`config.mk`:
```
export PLATFORM = sky130hd
export DESIGN_NAME = arar_top
export DESIGN_NICKNAME = d
export VERILOG_FILES = /design/src/arar_pkg.sv /design/src/arar_alarm_if.sv /design/src/arar_top.sv /design/src/arar_alarm_flags.sv /design/src/arar_frame_tail.sv
export SDC_FILE = /design/constraint.sdc
export NUM_CORES = 1
export LEC_CHECK = 0
export ABC_CLOCK_PERIOD_IN_PS = 1900
export BUFFER_PORTS_ARGS = -buffer_cell sky130_fd_sc_hd__buf_2
export CAP_MARGIN = 0
export CORE_MARGIN = 3
export CORE_UTILIZATION = 48
export CTS_CLUSTER_SIZE = 14
export DETAILED_ROUTE_END_ITERATION = 12
export GPL_TIMING_DRIVEN = 0
export HOLD_SLACK_MARGIN = 0.15
export MAX_ROUTING_LAYER = met4
export PLACE_DENSITY = 0.93
export SETUP_SLACK_MARGIN = 0.15
export SYNTH_ARGS = -nofsm -noshare
export SYNTH_HDL_FRONTEND = slang
export SYNTH_SLANG_ARGS = --single-unit
```
`constraint.sdc`:
```
create_clock -name clock -period 1.9 [get_ports clock]
set_clock_uncertainty 0.05 [all_clocks]
set_input_delay 0.095 -clock clock [delete_from_list [all_inputs] [get_ports clock]]
set_output_delay 0.095 -clock clock [all_outputs]
set_load 0.005 [all_outputs]
```
`src/arar_pkg.sv`:
```
// Package with register map, field positions, reset values and shared types of the range and alarm register bank.
package arar_pkg;

    // Byte addresses of the documented registers.
    localparam logic [7:0] RANGE_CTRL_OFFSET = 8'h14;
    localparam logic [7:0] ALARM_STATUS_OFFSET = 8'h20;
    // Byte addresses of the frame, interrupt status, clear and enable registers.
    localparam logic [7:0] FRAME_CTRL_OFFSET = 8'h10;
    localparam logic [7:0] IRQ_STATUS_OFFSET = 8'h30;
    localparam logic [7:0] IRQ_CLEAR_OFFSET = 8'h34;
    localparam logic [7:0] IRQ_ENABLE_OFFSET = 8'h38;

    // Field positions of the range and reference control register.
    localparam int RANGE_CODE_LSB = 0;
    localparam int REFERENCE_OFF_BIT = 6;
    // Field positions of the frame control register.
    localparam int FRAME_RANGE_APPEND_BIT = 8;
    localparam int FRAME_ALARM_SELECT_LSB = 10;
    // Field positions of the alarm status register.
    localparam int ACTIVE_SUPPLY_LOW_BIT = 15;
    localparam int ACTIVE_SUPPLY_HIGH_BIT = 14;
    localparam int ACTIVE_INPUT_LOW_BIT = 11;
    localparam int ACTIVE_INPUT_HIGH_BIT = 10;
    localparam int LATCHED_SUPPLY_LOW_BIT = 7;
    localparam int LATCHED_SUPPLY_HIGH_BIT = 6;
    localparam int LATCHED_INPUT_LOW_BIT = 5;
    localparam int LATCHED_INPUT_HIGH_BIT = 4;
    localparam int ANY_LATCHED_ALARM_BIT = 0;

    // Index of each alarm inside the four-bit flag vectors.
    localparam int ALARM_INPUT_HIGH = 0;
    localparam int ALARM_INPUT_LOW = 1;
    localparam int ALARM_SUPPLY_HIGH = 2;
    localparam int ALARM_SUPPLY_LOW = 3;

    // Values after reset.
    localparam logic [3:0] RANGE_CODE_RESET = 4'h0;
    localparam logic REFERENCE_OFF_RESET = 1'b0;
    localparam logic [3:0] FLAGS_RESET = 4'h0;

    // Frame select encodings for the input alarm flags.
    localparam logic [1:0] FRAME_SELECT_HIGH = 2'h1;
    localparam logic [1:0] FRAME_SELECT_LOW = 2'h2;
    localparam logic [1:0] FRAME_SELECT_BOTH = 2'h3;

    // State of the alarm flag keeper.
    typedef struct packed {
        logic [3:0] active;
        logic [3:0] latched;
    } arar_flag_state_type;

    // State of the frame tail builder.
    typedef struct packed {
        logic [5:0] tail_bits;
        logic [2:0] tail_len;
    } arar_tail_state_type;

    // Nine defined range codes: bipolar 0..4, unipolar 8..11.
    function automatic logic arar_range_valid(input logic [3:0] code);
        arar_range_valid = (code <= 4'h4) || ((code >= 4'h8) && (code <= 4'hb));
    endfunction

    // The top bit of a defined code marks a unipolar range.
    function automatic logic arar_range_bipolar(input logic [3:0] code);
        arar_range_bipolar = ~code[3];
    endfunction

endpackage

```
`src/arar_alarm_if.sv`:
```
// Interface carrying comparison results and alarm flags between the register top and the flag keeper.
`timescale 1ns/1ps
interface arar_alarm_if;
    logic conv_done;
    logic [3:0] compare;
    logic read_clear;
    logic app_clear;
    logic [3:0] active;
    logic [3:0] latched;
    logic [3:0] tripped_event;

    modport keeper (
        input conv_done,
        input compare,
        input read_clear,
        input app_clear,
        output active,
        output latched,
        output tripped_event
    );

    modport user (
        output conv_done,
        output compare,
        output read_clear,
        output app_clear,
        input active,
        input latched,
        input tripped_event
    );
endinterface

```
`src/arar_top.sv`:
```
// Range select and alarm status register bank with APB slave, interrupt and frame tail.
//
// The APB register port is this design's own decision.
`timescale 1ns/1ps
module arar_top #(
    parameter int ADDR_WIDTH = 8
) (
    input wire logic clock,
    input wire logic rst,
    input wire logic app_reset,
    input wire logic psel,
    input wire logic penable,
    input wire logic pwrite,
    input wire logic [ADDR_WIDTH-1:0] paddr,
    input wire logic [31:0] pwdata,
    input wire logic [3:0] pstrb,
    output logic [31:0] prdata,
    output logic pready,
    output logic pslverr,
    input wire logic conv_done,
    input wire logic cmp_input_high,
    input wire logic cmp_input_low,
    input wire logic cmp_supply_high,
    input wire logic cmp_supply_low,
    output logic [3:0] range_code,
    output logic range_bipolar,
    output logic reference_off,
    output logic [3:0] active_alarms,
    output logic [3:0] latched_alarms,
    output logic [5:0] frame_tail_bits,
    output logic [2:0] frame_tail_len,
    output logic irq
);

    // All control and bus answer state of the bank.
    typedef struct packed {
        logic [3:0] range_code;
        logic range_bipolar;
        logic reference_off;
        logic [1:0] frame_input_alarm_select;
        logic frame_range_code_append;
        logic [3:0] irq_status;
        logic [3:0] irq_enable;
        logic irq;
        logic [31:0] prdata;
        logic pready;
        logic pslverr;
    } arar_top_state_type;

    // The decoder needs the full low byte of the address, so narrower buses are refused when the design is built.
    if (ADDR_WIDTH < 8 || ADDR_WIDTH > 32) begin : g_bad_width
        $error("arar_top: ADDR_WIDTH must lie between 8 and 32.");
    end

    arar_top_state_type state_q;
    arar_top_state_type state_d;
    arar_alarm_if alarm_bus ();

    logic setup_phase;
    logic access_done;
    logic [7:0] offset;
    logic high_addr_zero;
    logic mapped;
    logic [31:0] read_word;
    logic [31:0] alarm_word;

    // A transfer is answered in the access cycle that directly follows its setup cycle.
    assign setup_phase = psel & ~penable;
    assign access_done = psel & penable & state_q.pready;
    assign offset = paddr[7:0];

    // Address bits above the low byte must be zero for any register to answer.
    if (ADDR_WIDTH > 8) begin : g_high
        assign high_addr_zero = (paddr[ADDR_WIDTH-1:8] == '0);
    end else begin : g_nohigh
        assign high_addr_zero = 1'b1;
    end

    // Alarm status word; every bit not listed stays zero.
    always_comb begin
        alarm_word = 32'h0000_0000;
        alarm_word[arar_pkg::ACTIVE_SUPPLY_LOW_BIT] = alarm_bus.active[arar_pkg::ALARM_SUPPLY_LOW];
        alarm_word[arar_pkg::ACTIVE_SUPPLY_HIGH_BIT] = alarm_bus.active[arar_pkg::ALARM_SUPPLY_HIGH];
        alarm_word[arar_pkg::ACTIVE_INPUT_LOW_BIT] = alarm_bus.active[arar_pkg::ALARM_INPUT_LOW];
        alarm_word[arar_pkg::ACTIVE_INPUT_HIGH_BIT] = alarm_bus.active[arar_pkg::ALARM_INPUT_HIGH];
        alarm_word[arar_pkg::LATCHED_SUPPLY_LOW_BIT] = alarm_bus.latched[arar_pkg::ALARM_SUPPLY_LOW];
        alarm_word[arar_pkg::LATCHED_SUPPLY_HIGH_BIT] = alarm_bus.latched[arar_pkg::ALARM_SUPPLY_HIGH];
        alarm_word[arar_pkg::LATCHED_INPUT_LOW_BIT] = alarm_bus.latched[arar_pkg::ALARM_INPUT_LOW];
        alarm_word[arar_pkg::LATCHED_INPUT_HIGH_BIT] = alarm_bus.latched[arar_pkg::ALARM_INPUT_HIGH];
        alarm_word[arar_pkg::ANY_LATCHED_ALARM_BIT] = |alarm_bus.latched;
    end

    // Read multiplexer and address decode; unmapped offsets answer with an error and zero data.
    always_comb begin
        read_word = 32'h0000_0000;
        mapped = high_addr_zero;
        if (offset == arar_pkg::RANGE_CTRL_OFFSET) begin
            read_word[arar_pkg::RANGE_CODE_LSB +: 4] = state_q.range_code;
            read_word[arar_pkg::REFERENCE_OFF_BIT] = state_q.reference_off;
        end else if (offset == arar_pkg::ALARM_STATUS_OFFSET) begin
            read_word = alarm_word;
        end else if (offset == arar_pkg::FRAME_CTRL_OFFSET) begin
            read_word[arar_pkg::FRAME_RANGE_APPEND_BIT] = state_q.frame_range_code_append;
            read_word[arar_pkg::FRAME_ALARM_SELECT_LSB +: 2] = state_q.frame_input_alarm_select;
        end else if (offset == arar_pkg::IRQ_STATUS_OFFSET) begin
            read_word[3:0] = state_q.irq_status;
        end else if (offset == arar_pkg::IRQ_CLEAR_OFFSET) begin
            read_word = 32'h0000_0000;
        end else if (offset == arar_pkg::IRQ_ENABLE_OFFSET) begin
            read_word[3:0] = state_q.irq_enable;
        end else begin
            mapped = 1'b0;
        end
        if (!high_addr_zero) begin
            read_word = 32'h0000_0000;
        end
    end

    // Next state of the bank: bus answer, register writes, interrupt bits and application reset.
    always_comb begin
        state_d = state_q;
        state_d.pready = setup_phase;
        state_d.pslverr = setup_phase & ~mapped;
        if (setup_phase) begin
            state_d.prdata = pwrite ? 32'h0000_0000 : read_word;
        end
        if (access_done && pwrite && mapped) begin
            if (offset == arar_pkg::RANGE_CTRL_OFFSET && pstrb[0]) begin
                state_d.reference_off = pwdata[arar_pkg::REFERENCE_OFF_BIT];
                // Undefined codes would leave the front end in an untrimmed state, so they are dropped.
                if (arar_pkg::arar_range_valid(pwdata[arar_pkg::RANGE_CODE_LSB +: 4])) begin
                    state_d.range_code = pwdata[arar_pkg::RANGE_CODE_LSB +: 4];
                    state_d.range_bipolar = arar_pkg::arar_range_bipolar(
                        pwdata[arar_pkg::RANGE_CODE_LSB +: 4]);
                end
            end else if (offset == arar_pkg::FRAME_CTRL_OFFSET && pstrb[1]) begin
                state_d.frame_range_code_append = pwdata[arar_pkg::FRAME_RANGE_APPEND_BIT];
                state_d.frame_input_alarm_select = pwdata[arar_pkg::FRAME_ALARM_SELECT_LSB +: 2];
            end else if (offset == arar_pkg::IRQ_CLEAR_OFFSET && pstrb[0]) begin
                state_d.irq_status = state_q.irq_status & ~pwdata[3:0];
            end else if (offset == arar_pkg::IRQ_ENABLE_OFFSET && pstrb[0]) begin
                state_d.irq_enable = pwdata[3:0];
            end
        end
        // A trip in the cycle of a clear still sets its bit.
        state_d.irq_status = state_d.irq_status | alarm_bus.tripped_event;
        // Application reset clears the reference bit and the frame controls, never the range code.
        if (app_reset) begin
            state_d.reference_off = arar_pkg::REFERENCE_OFF_RESET;
            state_d.frame_range_code_append = 1'b0;
            state_d.frame_input_alarm_select = 2'h0;
        end
        state_d.irq = |(state_d.irq_status & state_d.irq_enable);
    end

    // Power-on reset puts every field to its value after reset.
    always_ff @(posedge clock or posedge rst) begin
        if (rst) begin
            state_q <= '0;
            state_q.range_code <= arar_pkg::RANGE_CODE_RESET;
            state_q.range_bipolar <= 1'b1;
            state_q.reference_off <= arar_pkg::REFERENCE_OFF_RESET;
        end else begin
            state_q <= state_d;
        end
    end

    // Comparison results and clears toward the flag keeper; a completed read of the alarm word clears tripped flags.
    assign alarm_bus.conv_done = conv_done;
    assign alarm_bus.compare = {cmp_supply_low, cmp_supply_high, cmp_input_low, cmp_input_high};
    assign alarm_bus.read_clear = access_done & ~pwrite & high_addr_zero
        & (offset == arar_pkg::ALARM_STATUS_OFFSET);
    assign alarm_bus.app_clear = app_reset;

    arar_alarm_flags arar_alarm_flags_inst (
        .clock(clock),
        .rst(rst),
        .alarm(alarm_bus.keeper)
    );

    arar_frame_tail arar_frame_tail_inst (
        .clock(clock),
        .rst(rst),
        .conv_done(conv_done),
        .range_code(state_q.range_code),
        .range_append(state_q.frame_range_code_append),
        .alarm_select(state_q.frame_input_alarm_select),
        .active_input_high(alarm_bus.compare[arar_pkg::ALARM_INPUT_HIGH]),
        .active_input_low(alarm_bus.compare[arar_pkg::ALARM_INPUT_LOW]),
        .tail_bits(frame_tail_bits),
        .tail_len(frame_tail_len)
    );

    // Outputs straight from the state flip-flops.
    assign prdata = state_q.prdata;
    assign pready = state_q.pready;
    assign pslverr = state_q.pslverr;
    assign range_code = state_q.range_code;
    assign range_bipolar = state_q.range_bipolar;
    assign reference_off = state_q.reference_off;
    assign active_alarms = alarm_bus.active;
    assign latched_alarms = alarm_bus.latched;
    assign irq = state_q.irq;

endmodule

```
`src/arar_alarm_flags.sv`:
```
// Alarm flag keeper: live flags per conversion and sticky tripped flags.
`timescale 1ns/1ps
module arar_alarm_flags (
    input wire logic clock,
    input wire logic rst,
    arar_alarm_if.keeper alarm
);
    arar_pkg::arar_flag_state_type state_q;
    arar_pkg::arar_flag_state_type state_d;

    // Active flags follow each conversion; tripped flags hold, and a new trip beats a read clear.
    always_comb begin
        state_d = state_q;
        if (alarm.conv_done) begin
            state_d.active = alarm.compare;
        end
        state_d.latched = state_q.latched & ~{4{alarm.read_clear | alarm.app_clear}};
        if (alarm.conv_done) begin
            state_d.latched = state_d.latched | alarm.compare;
        end
        if (alarm.app_clear) begin
            state_d.active = arar_pkg::FLAGS_RESET;
        end
    end

    // Every flag starts with no alarm condition.
    always_ff @(posedge clock or posedge rst) begin
        if (rst) begin
            state_q <= '0;
        end else begin
            state_q <= state_d;
        end
    end

    // A trip event marks a flag that becomes newly set, for the interrupt logic.
    assign alarm.tripped_event = {4{alarm.conv_done}} & alarm.compare & ~state_q.latched;
    assign alarm.active = state_q.active;
    assign alarm.latched = state_q.latched;
endmodule

```
`src/arar_frame_tail.sv`:
```
// Frame tail builder: the fields appended to each serial output frame.
`timescale 1ns/1ps
module arar_frame_tail (
    input wire logic clock,
    input wire logic rst,
    input wire logic conv_done,
    input wire logic [3:0] range_code,
    input wire logic range_append,
    input wire logic [1:0] alarm_select,
    input wire logic active_input_high,
    input wire logic active_input_low,
    output logic [5:0] tail_bits,
    output logic [2:0] tail_len
);
    arar_pkg::arar_tail_state_type state_q;
    arar_pkg::arar_tail_state_type state_d;

    // Fields are shifted in order range code, high flag, low flag; the last lands at bit 0.
    always_comb begin
        state_d = state_q;
        if (conv_done) begin
            state_d.tail_bits = 6'h00;
            state_d.tail_len = 3'h0;
            if (range_append) begin
                state_d.tail_bits = {2'h0, range_code};
                state_d.tail_len = 3'h4;
            end
            if (alarm_select[0]) begin
                state_d.tail_bits = {state_d.tail_bits[4:0], active_input_high};
                state_d.tail_len = state_d.tail_len + 3'h1;
            end
            if (alarm_select[1]) begin
                state_d.tail_bits = {state_d.tail_bits[4:0], active_input_low};
                state_d.tail_len = state_d.tail_len + 3'h1;
            end
        end
    end

    // The tail is refreshed once per conversion and held between them.
    always_ff @(posedge clock or posedge rst) begin
        if (rst) begin
            state_q <= '0;
        end else begin
            state_q <= state_d;
        end
    end

    assign tail_bits = state_q.tail_bits;
    assign tail_len = state_q.tail_len;
endmodule

```
== Yosys cells after proc, flatten, opt, wreduce, memory -nomap -nowiden ==
Index checks and enable logic that the tools add are counted.
Storage, ports and cells
  output and inout bits: 58
  register bits: 69
Cells by class
  equality and inequality tests: 7
  $lt $le $gt $ge: 3
  $add $sub $neg: 2
  reductions and logical operators: 17
  mux-type cells: 35
  bitwise gates (word level): 21
Operators by type and width (number)
  2-to-1 mux 4 bit: 12
  2-to-1 mux 9 bit: 4
  equality test 8 x 6 -> 1 bit, second input constant: 4
  2-to-1 mux 32 bit: 1
  2-to-1 mux 25 bit: 1
  AND 4 bit: 5
  equality test 8 x 5 -> 1 bit, second input constant: 2
  2-to-1 mux 16 bit: 1
  2-to-1 mux 12 bit: 1
  inverter 4 bit: 3
  2-to-1 mux 11 bit: 1
  2-to-1 mux 1 bit: 9
  2-to-1 mux 8 bit: 1
  OR 4 bit: 2
  nonzero test 2 bit: 4
  OR reduction 4 bit: 2
  logical AND 1 bit: 7
  2-to-1 mux 7 bit: 1
  adder 3 x 1 -> 3 bit, second input constant: 2
  AND 1 bit: 6
  AND reduction 3 bit: 2
  >= comparator 4 bit, second input constant: 1
  less-or-equal comparator 4 x 3 -> 1 bit, second input constant: 1
  less-or-equal comparator 4 bit, second input constant: 1
  other kinds (7): 11

== Depth between registers and ports, before layout ==
Gate-level depths: netlist of run 1.
  depth in word-level cells: 12
  gate-level depth with buffers: 7

== Hierarchy ==
From an unflattened synthesis of run 1, not the netlist that was laid out.
Second synthesis, totals
  cells, all modules: 256
  area total of the unflattened synthesis: 2667.6 sq um
Modules (own cells, without submodules)
  arar_top: area each 1814.2 sq um, seq. area each 827.0 sq um, instances 1, cells each 175
  arar_frame_tail: area each 514.2 sq um, seq. area each 225.2 sq um, instances 1, cells each 50
  arar_alarm_flags: area each 339.1 sq um, seq. area each 200.2 sq um, instances 1, cells each 31

== Worst setup path before layout of run 1 ==
OpenSTA, ideal clock, no wires.
  path kind: flip-flop to flip-flop
  from: reg state_q, in the netlist pready
  to: reg state_q, in the netlist irq
  required time: 1724 ps
  cell stages (with the launch flop): 6
  data arrival time: 1596 ps
  library setup time: 126 ps
  path slack: 128 ps
  cell sequence: dfrtp_1 and4_1 nand4_4 mux2_4 a22o_1 a221o_1
RTL lines
  start, declared: RTL line arar_top.sv:55  | arar_top_state_type state_q;
  start signal, assigned: RTL line arar_top.sv:164  | state_q <= state_d;

==> flow_summary_export.csv, run 1 <==
group,metric,value,unit
timing,slew_headroom,50.5,%
timing,finalCritPeriodShare,93.0,%
setup_path,startpoint,"pready",
layout,layout.nets,422,
synthesis,synthDistinctLibCells,43,
cts,cts.sink_count,50,
setup_path,reg2reg_from,"pready",
pwr,finalPower,1950,uW
timing,period_needed,1.77,ns
floorplanning,coreArea,0.00517,mm^2
placement,placed_cell_area,0.00311,mm^2
route,dr.pass1.iters,5,
timing,slew_violations,0,
synthesis,synth_edf_count,0,
setup_path,required,2.04,ns
placement,port-buffer-count,64,
layout,num_antenna_cells,0,
layout,multi_input_area,0.00107,mm^2
floorplanning,start_util,50.6,%
setup_path,cp.arrival,1.91,ns
route,vias,2272,
run_status,status,"finished, final reports clean",
layout,syn_to_final_growth,31.9,%
route,wl_per_cell,15.4,um
synthesis,netlist_area,0.00262,mm^2
synthesis,synth_area_leaders,"dfrtp_1, buf_4, a22o_1",
placement,place_inst,403,
layout,fin_area,0.00345,mm^2
layout,seq_area,0.00125,mm^2
route,wirelength,6740,um
floorplanning,dieArea,0.00637,mm^2
synthesis,ys_ff_latch,50,
cts,clock_latency,0.30,ns
floorplanning,die-width,79.8,um
grt,gr-total-overflow,0,
setup_path,critPathLaunchType,"register",
placement,dp_hpwl,4660,um
timing,fmax,566,MHz
layout,nFillCells,382,
placement,place_ws,0.0508,ns
synthesis,yosys.area.top_type,"dfrtp_1",
setup_path,crit_chain,"and4_4 > nand4_4 > mux2_4 > a22o_1 > a221o_1",
route,viasPerCell,5.20,
synthesis,syn_inst,250,
synthesis,async_flop_share,100,%
layout,finalNonFillerCells,437,
synthesis,ys_top_cells_by_count,"dfrtp_1, buf_4, nand2_1, inv_1, a22o_1",
route,drc,0,
setup_path,crit_fanout,4,
floorplanning,rows,26,
job,drv_cap,0,
floorplanning,die_y,79.8,um
synthesis,seq_area_frac_synth,47.9,%
cts,cts_buffers,5,
cts,root_buffer,"clkbuf_8",
pwr,power_density,567,mW/mm^2
timing,worstMarginPinSlew,0.736,ns
grt,grt_usage,21.6,%
timing,setup_slack,0.134,ns
layout,drive_gt1_share,37.1,%
timing,hold_violations,0,
synthesis,synth_flop_cell,"dfrtp_1",
synthesis,yosysWarnings,0,
worst_hold_path,hp-class,"in2reg",
setup_path,critical_path_class,"reg2reg",
setup_path,slowest_delay,0.37,ns
setup_path,crit_slowest_cell,"dfrtp_1",
placement,routabilityCongestion,0.924,
synthesis,yosysMostFrequentCell,"dfrtp_1",
grt,antenna_found_initial,0,
setup_path,worst-path-buf-inv,0,
cts,clockBufferDepth,2,
floorplanning,boundaryPins,113,
setup_path,endpoint_kind,"register",
synthesis,post-synth-top-area-fraction,46.9,%
timing,setup_violations,0,
route,first_iter_violations,164,
timing,fin_setup_tns,0,ns
timing,rsz0062_at_grt,"true",
cts,h-tree-depth,2,
pwr,max-vdd-ir-drop,0.468,mV
synthesis,syn_avg_cell_area,10.5,um^2
grt,grt_max_degree,36,
cts,clk_pin_slew,0.09,ns
cts,cts_tree,"built",
route,antenna_left,0,
grt,grt_pass1_vias,2140,
setup_path,cp_top_family,"compound AO/OA/AOI/OAI gates",
worst_hold_path,worstHoldStart,"pwrite",
pwr,p_leak,0.00189,uW
grt,grt_pass1_wl,10300,um
placed cells by master, fill, tap and decap left out, drive strengths merged, types with 2 or more instances in the layout:
master       instances
buf                110
dfrtp               49
nand2               26
dlygate4sd3         20
conb                19
inv                 14
a22o                13
nor2                12
clkbuf              12
mux2i               10
o21ai               10
mux2                10
a21oi                9
nand2b               5
o22ai                5
nor4                 4
nand4                4
o221ai               3
nand3                2
a222oi               2
a21o                 2
o31ai                2
o21a                 2
o32a                 2
nor4b                2
and4                 2
and2                 2
clkinv               2
logic make-up (layout without fill, tap and decap cells):
kind of cell,after synthesis,count (layout),synth area share [%]
other,1,19,0.143
DFF,50,50,47.9
AOI/OAI and AO/OA,54,54,14.7
adders and majority gates,1,1,0.478
buffers and inverters,60,159,13.9
and+or+nand+nor,64,64,14.4
muxes,20,20,8.42
tightest hold or removal path, cell delays in order:
cell,delay [ns]
buf_2,0.12
nor2_1,0.10
a22o_1,0.18
worst paths after layout:
kind	endpoint	slack (ns)	cells after the start
worst min register to register	range_bipolar	0.45	2
worst max register to register	irq	0.13	5
max in group asynchronous	range_bipolar	1.01	4
worst min-delay path	prdata[0]	0.18	3
worst max-delay path	irq	0.13	5
min in group asynchronous	prdata[11]	0.24	3
registers in the layout, indices dropped and copies added (netlist names), 3 cells and up:
name and flops:
arar_alarm_flags_inst.alarm.latched 4, prdata 13, arar_frame_tail_inst.tail_bits 6, arar_alarm_flags_inst.alarm.active 4, range_code 4, arar_frame_tail_inst.tail_len 3
state_q 11
layout make-up:
type	count	share of cell area, %
Clock inverter	3	0.617
Timing Repair Buffer	91	17.0
Multi-Input combinational cell	158	31.0
Inverter	14	1.52
Sequential cell	50	36.3
Tap cell	70	2.54
Buffer	46	9.03
Clock buffer	5	1.99
what timing repair did:
item,in CTS,in global routing
hold buffers,20,0
buffers inserted,1,5
endpoints found under the hold margin,74,0
endpoints found under the setup margin,2,1
pin swaps,3,2
resized for setup,2,0
through the flow:
step,hold slack (ns),utilization (%)
after global routing,0.176,66.7
after detailed placement,0.0246,60.2
after global placement,0.292,59.8
after floorplan,0.107,-
after CTS,0.174,66.0
final,0.178,66.7
routing by layer:
metal | GRT usage, % | vias to the layer above | wire (um)
met2 | 35.3 | 124 | 3340
met3 | 4.18 | 28 | 513
met4 | 10.1 | 0 | 215
met5 | - | - | 0
li1 | - | 1069 | -
met1 | 26.0 | 1051 | 2670
power by group:
part / internal (uW) / switching (uW)
sequential: 1080 / 18.7
clock: 259 / 355
combinational: 116 / 128
total: 1450 / 502
(Power assumes the default switching activity.)
==> run 2: changes to the inputs <==
--- a/config.mk
+++ b/config.mk
@@ -8,14 +8,15 @@
 export ABC_CLOCK_PERIOD_IN_PS = 1900
 export BUFFER_PORTS_ARGS = -buffer_cell sky130_fd_sc_hd__buf_2
 export CAP_MARGIN = 0
-export CORE_MARGIN = 3
-export CORE_UTILIZATION = 48
+export CORE_MARGIN = 4
+export CORE_UTILIZATION = 49
+export CTS_BUF_LIST = sky130_fd_sc_hd__clkbuf_8
 export CTS_CLUSTER_SIZE = 14
 export DETAILED_ROUTE_END_ITERATION = 12
 export GPL_TIMING_DRIVEN = 0
 export HOLD_SLACK_MARGIN = 0.15
 export MAX_ROUTING_LAYER = met4
-export PLACE_DENSITY = 0.93
+export PLACE_DENSITY = 0.94
 export SETUP_SLACK_MARGIN = 0.15
 export SYNTH_ARGS = -nofsm -noshare
 export SYNTH_HDL_FRONTEND = slang
==> flow_summary_export.csv, run 2 (same netlist as run 1, synthesis figures left out) <==
group,metric,value,unit
run_status,status,"finished, final reports clean",
timing,period_needed,1.78,ns
setup_path,critPathLaunchType,"register",
layout,finalNonFillerCells,431,
grt,grt_pass1_wl,10800,um
layout,syn_to_final_growth,32.0,%
grt,grt_util_met3,4.88,%
setup_path,crit_slowest_cell,"dfrtp_1",
grt,gr-total-overflow,0,
setup_path,worst-path-buf-inv,0,
cts,cts_tree,"built",
cts,root_buffer,"clkbuf_8",
grt,grt.busiest_layer,"met2",
pwr,netSwitchingFraction,22.0,%
timing,slew_headroom,50.6,%
cts,clock_latency,0.30,ns
pwr,p_sw,494,uW
grt,grt_pass1_vias,2241,
timing,fmax,563,MHz
route,drc,0,
pwr,comb_power_share,10.4,%
timing,setup_violations,0,
layout,final_cell_mix,"buf_2, dfrtp_1, buf_4",
placement,routabilityCongestion,0.889,
pwr,pwr-share-clk,40.7,%
layout,largest_reg_flops,13,
layout,utilization,67.2,%
placement,place_inst,403,
layout,layout.nets,416,
cts,cts.sink_count,50,
setup_path,crit_fanout,4,
worst_hold_path,worstHoldStart,"pwrite",
floorplanning,coreArea,0.00514,mm^2
grt,grt_max_degree,36,
floorplanning,rows,26,
grt,antenna_found_initial,0,
pwr,max-vdd-ir-drop,0.411,mV
route,antenna_left,0,
grt,grt_usage,21.9,%
timing,fin_setup_tns,0,ns
pwr,power_density,650,mW/mm^2
layout,layout_commonest_cell,"buf_2",
timing,hold_violations,0,
route,vias,2302,
setup_path,slowest_delay,0.37,ns
setup_path,reg2reg_from,"pready",
route,wirelength,6740,um
pwr,p_int,1750,uW
layout,num_antenna_cells,0,
cts,h-tree-depth,2,
pwr,finalPower,2240,uW
cts,cts_buffers,5,
floorplanning,dieArea,0.00657,mm^2
floorplanning,die-width,81.1,um
cts,clockBufferDepth,2,
route,wl_per_cell,15.6,um
layout,drive_gt1_share,36.6,%
pwr,p_leak,0.00190,uW
floorplanning,die_y,81.1,um
setup_path,cp.arrival,1.92,ns
route,viasPerCell,5.34,
grt,gr-usage-met2,37.1,%
worst_hold_path,hp-class,"in2reg",
cts,clk_pin_slew,0.09,ns
floorplanning,start_util,50.9,%
timing,slew_violations,0,
setup_path,crit_chain,"and4_4 > nand4_4 > mux2_4 > a22o_1 > a221o_1",
job,drv_cap,0,
grt,grtUsageMet1,25.8,%
pwr,p_seq_share,48.8,%
setup_path,endpoint_kind,"register",
timing,finalCritPeriodShare,93.5,%
setup_path,critical_path_class,"reg2reg",
timing,worstMarginPinSlew,0.736,ns
route,first_iter_violations,124,
setup_path,cp_top_family,"compound AO/OA/AOI/OAI gates",
setup_path,startpoint,"pready",
placement,port-buffer-count,64,
floorplanning,boundaryPins,113,
route,dr.pass1.iters,4,
setup_path,required,2.04,ns
timing,rsz0062_at_grt,"true",
placement,dp_hpwl,4870,um
## run 2: worst min-delay path: cells and delay by family
kind	cells	cell delay, ns
compound gates	1	0.18
buf+inv	1	0.12
simple gates	1	0.10
## run 2: cell type report
type,count,area (um^2)
Fill cell,396,1690
Multi-Input combinational cell,158,1070
Clock buffer,6,82.6
Inverter,14,52.6
Buffer,46,312
Tap cell,70,87.6
Sequential cell,50,1250
Clock inverter,2,60.1
Timing Repair Buffer,85,536
## run 2: through the flow
| step | setup slack [ns] | instance area (um^2) | hold slack, ns |
|---|---|---|---|
| 2_1_floorplan | 0.165 | 2680 | 0.107 |
| 3_3_place_gp | 0.0376 | 3090 | 0.293 |
| 3_5_place_dp | 0.0225 | 3110 | 0.0270 |
| 4_1_cts | 0.136 | 3450 | 0.170 |
| 5_1_grt | 0.0840 | 3450 | 0.186 |
| 6_report | 0.124 | 3450 | 0.173 |
## run 2: layer usage
metal  part of all wire, %  wire, um
met1                    40      2680
met5                     0         0
met3                   6.2       415
met2                    52      3480
met4                   2.6       172
## run 2: worst paths after layout
check,endpoint,slack (ns),cells after the start
worst max-delay path,irq,0.12,5
worst min-delay path,prdata[8],0.17,3
worst max register to register,irq,0.12,5
worst min register to register,range_bipolar,0.46,2
max in group asynchronous,range_bipolar,1.01,4
min in group asynchronous,prdata[11],0.24,3
## run 2: power groups by stage
| stage | clock network [uW] | logic [uW] | registers, uW |
|---|---|---|---|
| detailed placement | 0 | 200 | 1120 |
| global placement | 0 | 190 | 1120 |
| finish | 914 | 234 | 1100 |
| CTS | 914 | 231 | 1100 |
| floorplan | 0 | 113 | 1110 |
| global route | 948 | 259 | 1100 |
## run 2: what timing repair did
| item | 4_1_cts | 5_1_grt |
|---|---|---|
| hold buffers | 18 | 0 |
| pin swaps | 3 | 1 |
| resized for setup | 2 | 0 |
| endpoints found under the setup margin | 2 | 1 |
| setup buffers | 2 | 0 |
| gates cloned | 0 | 0 |
| hold endpoints to repair | 74 | 0 |
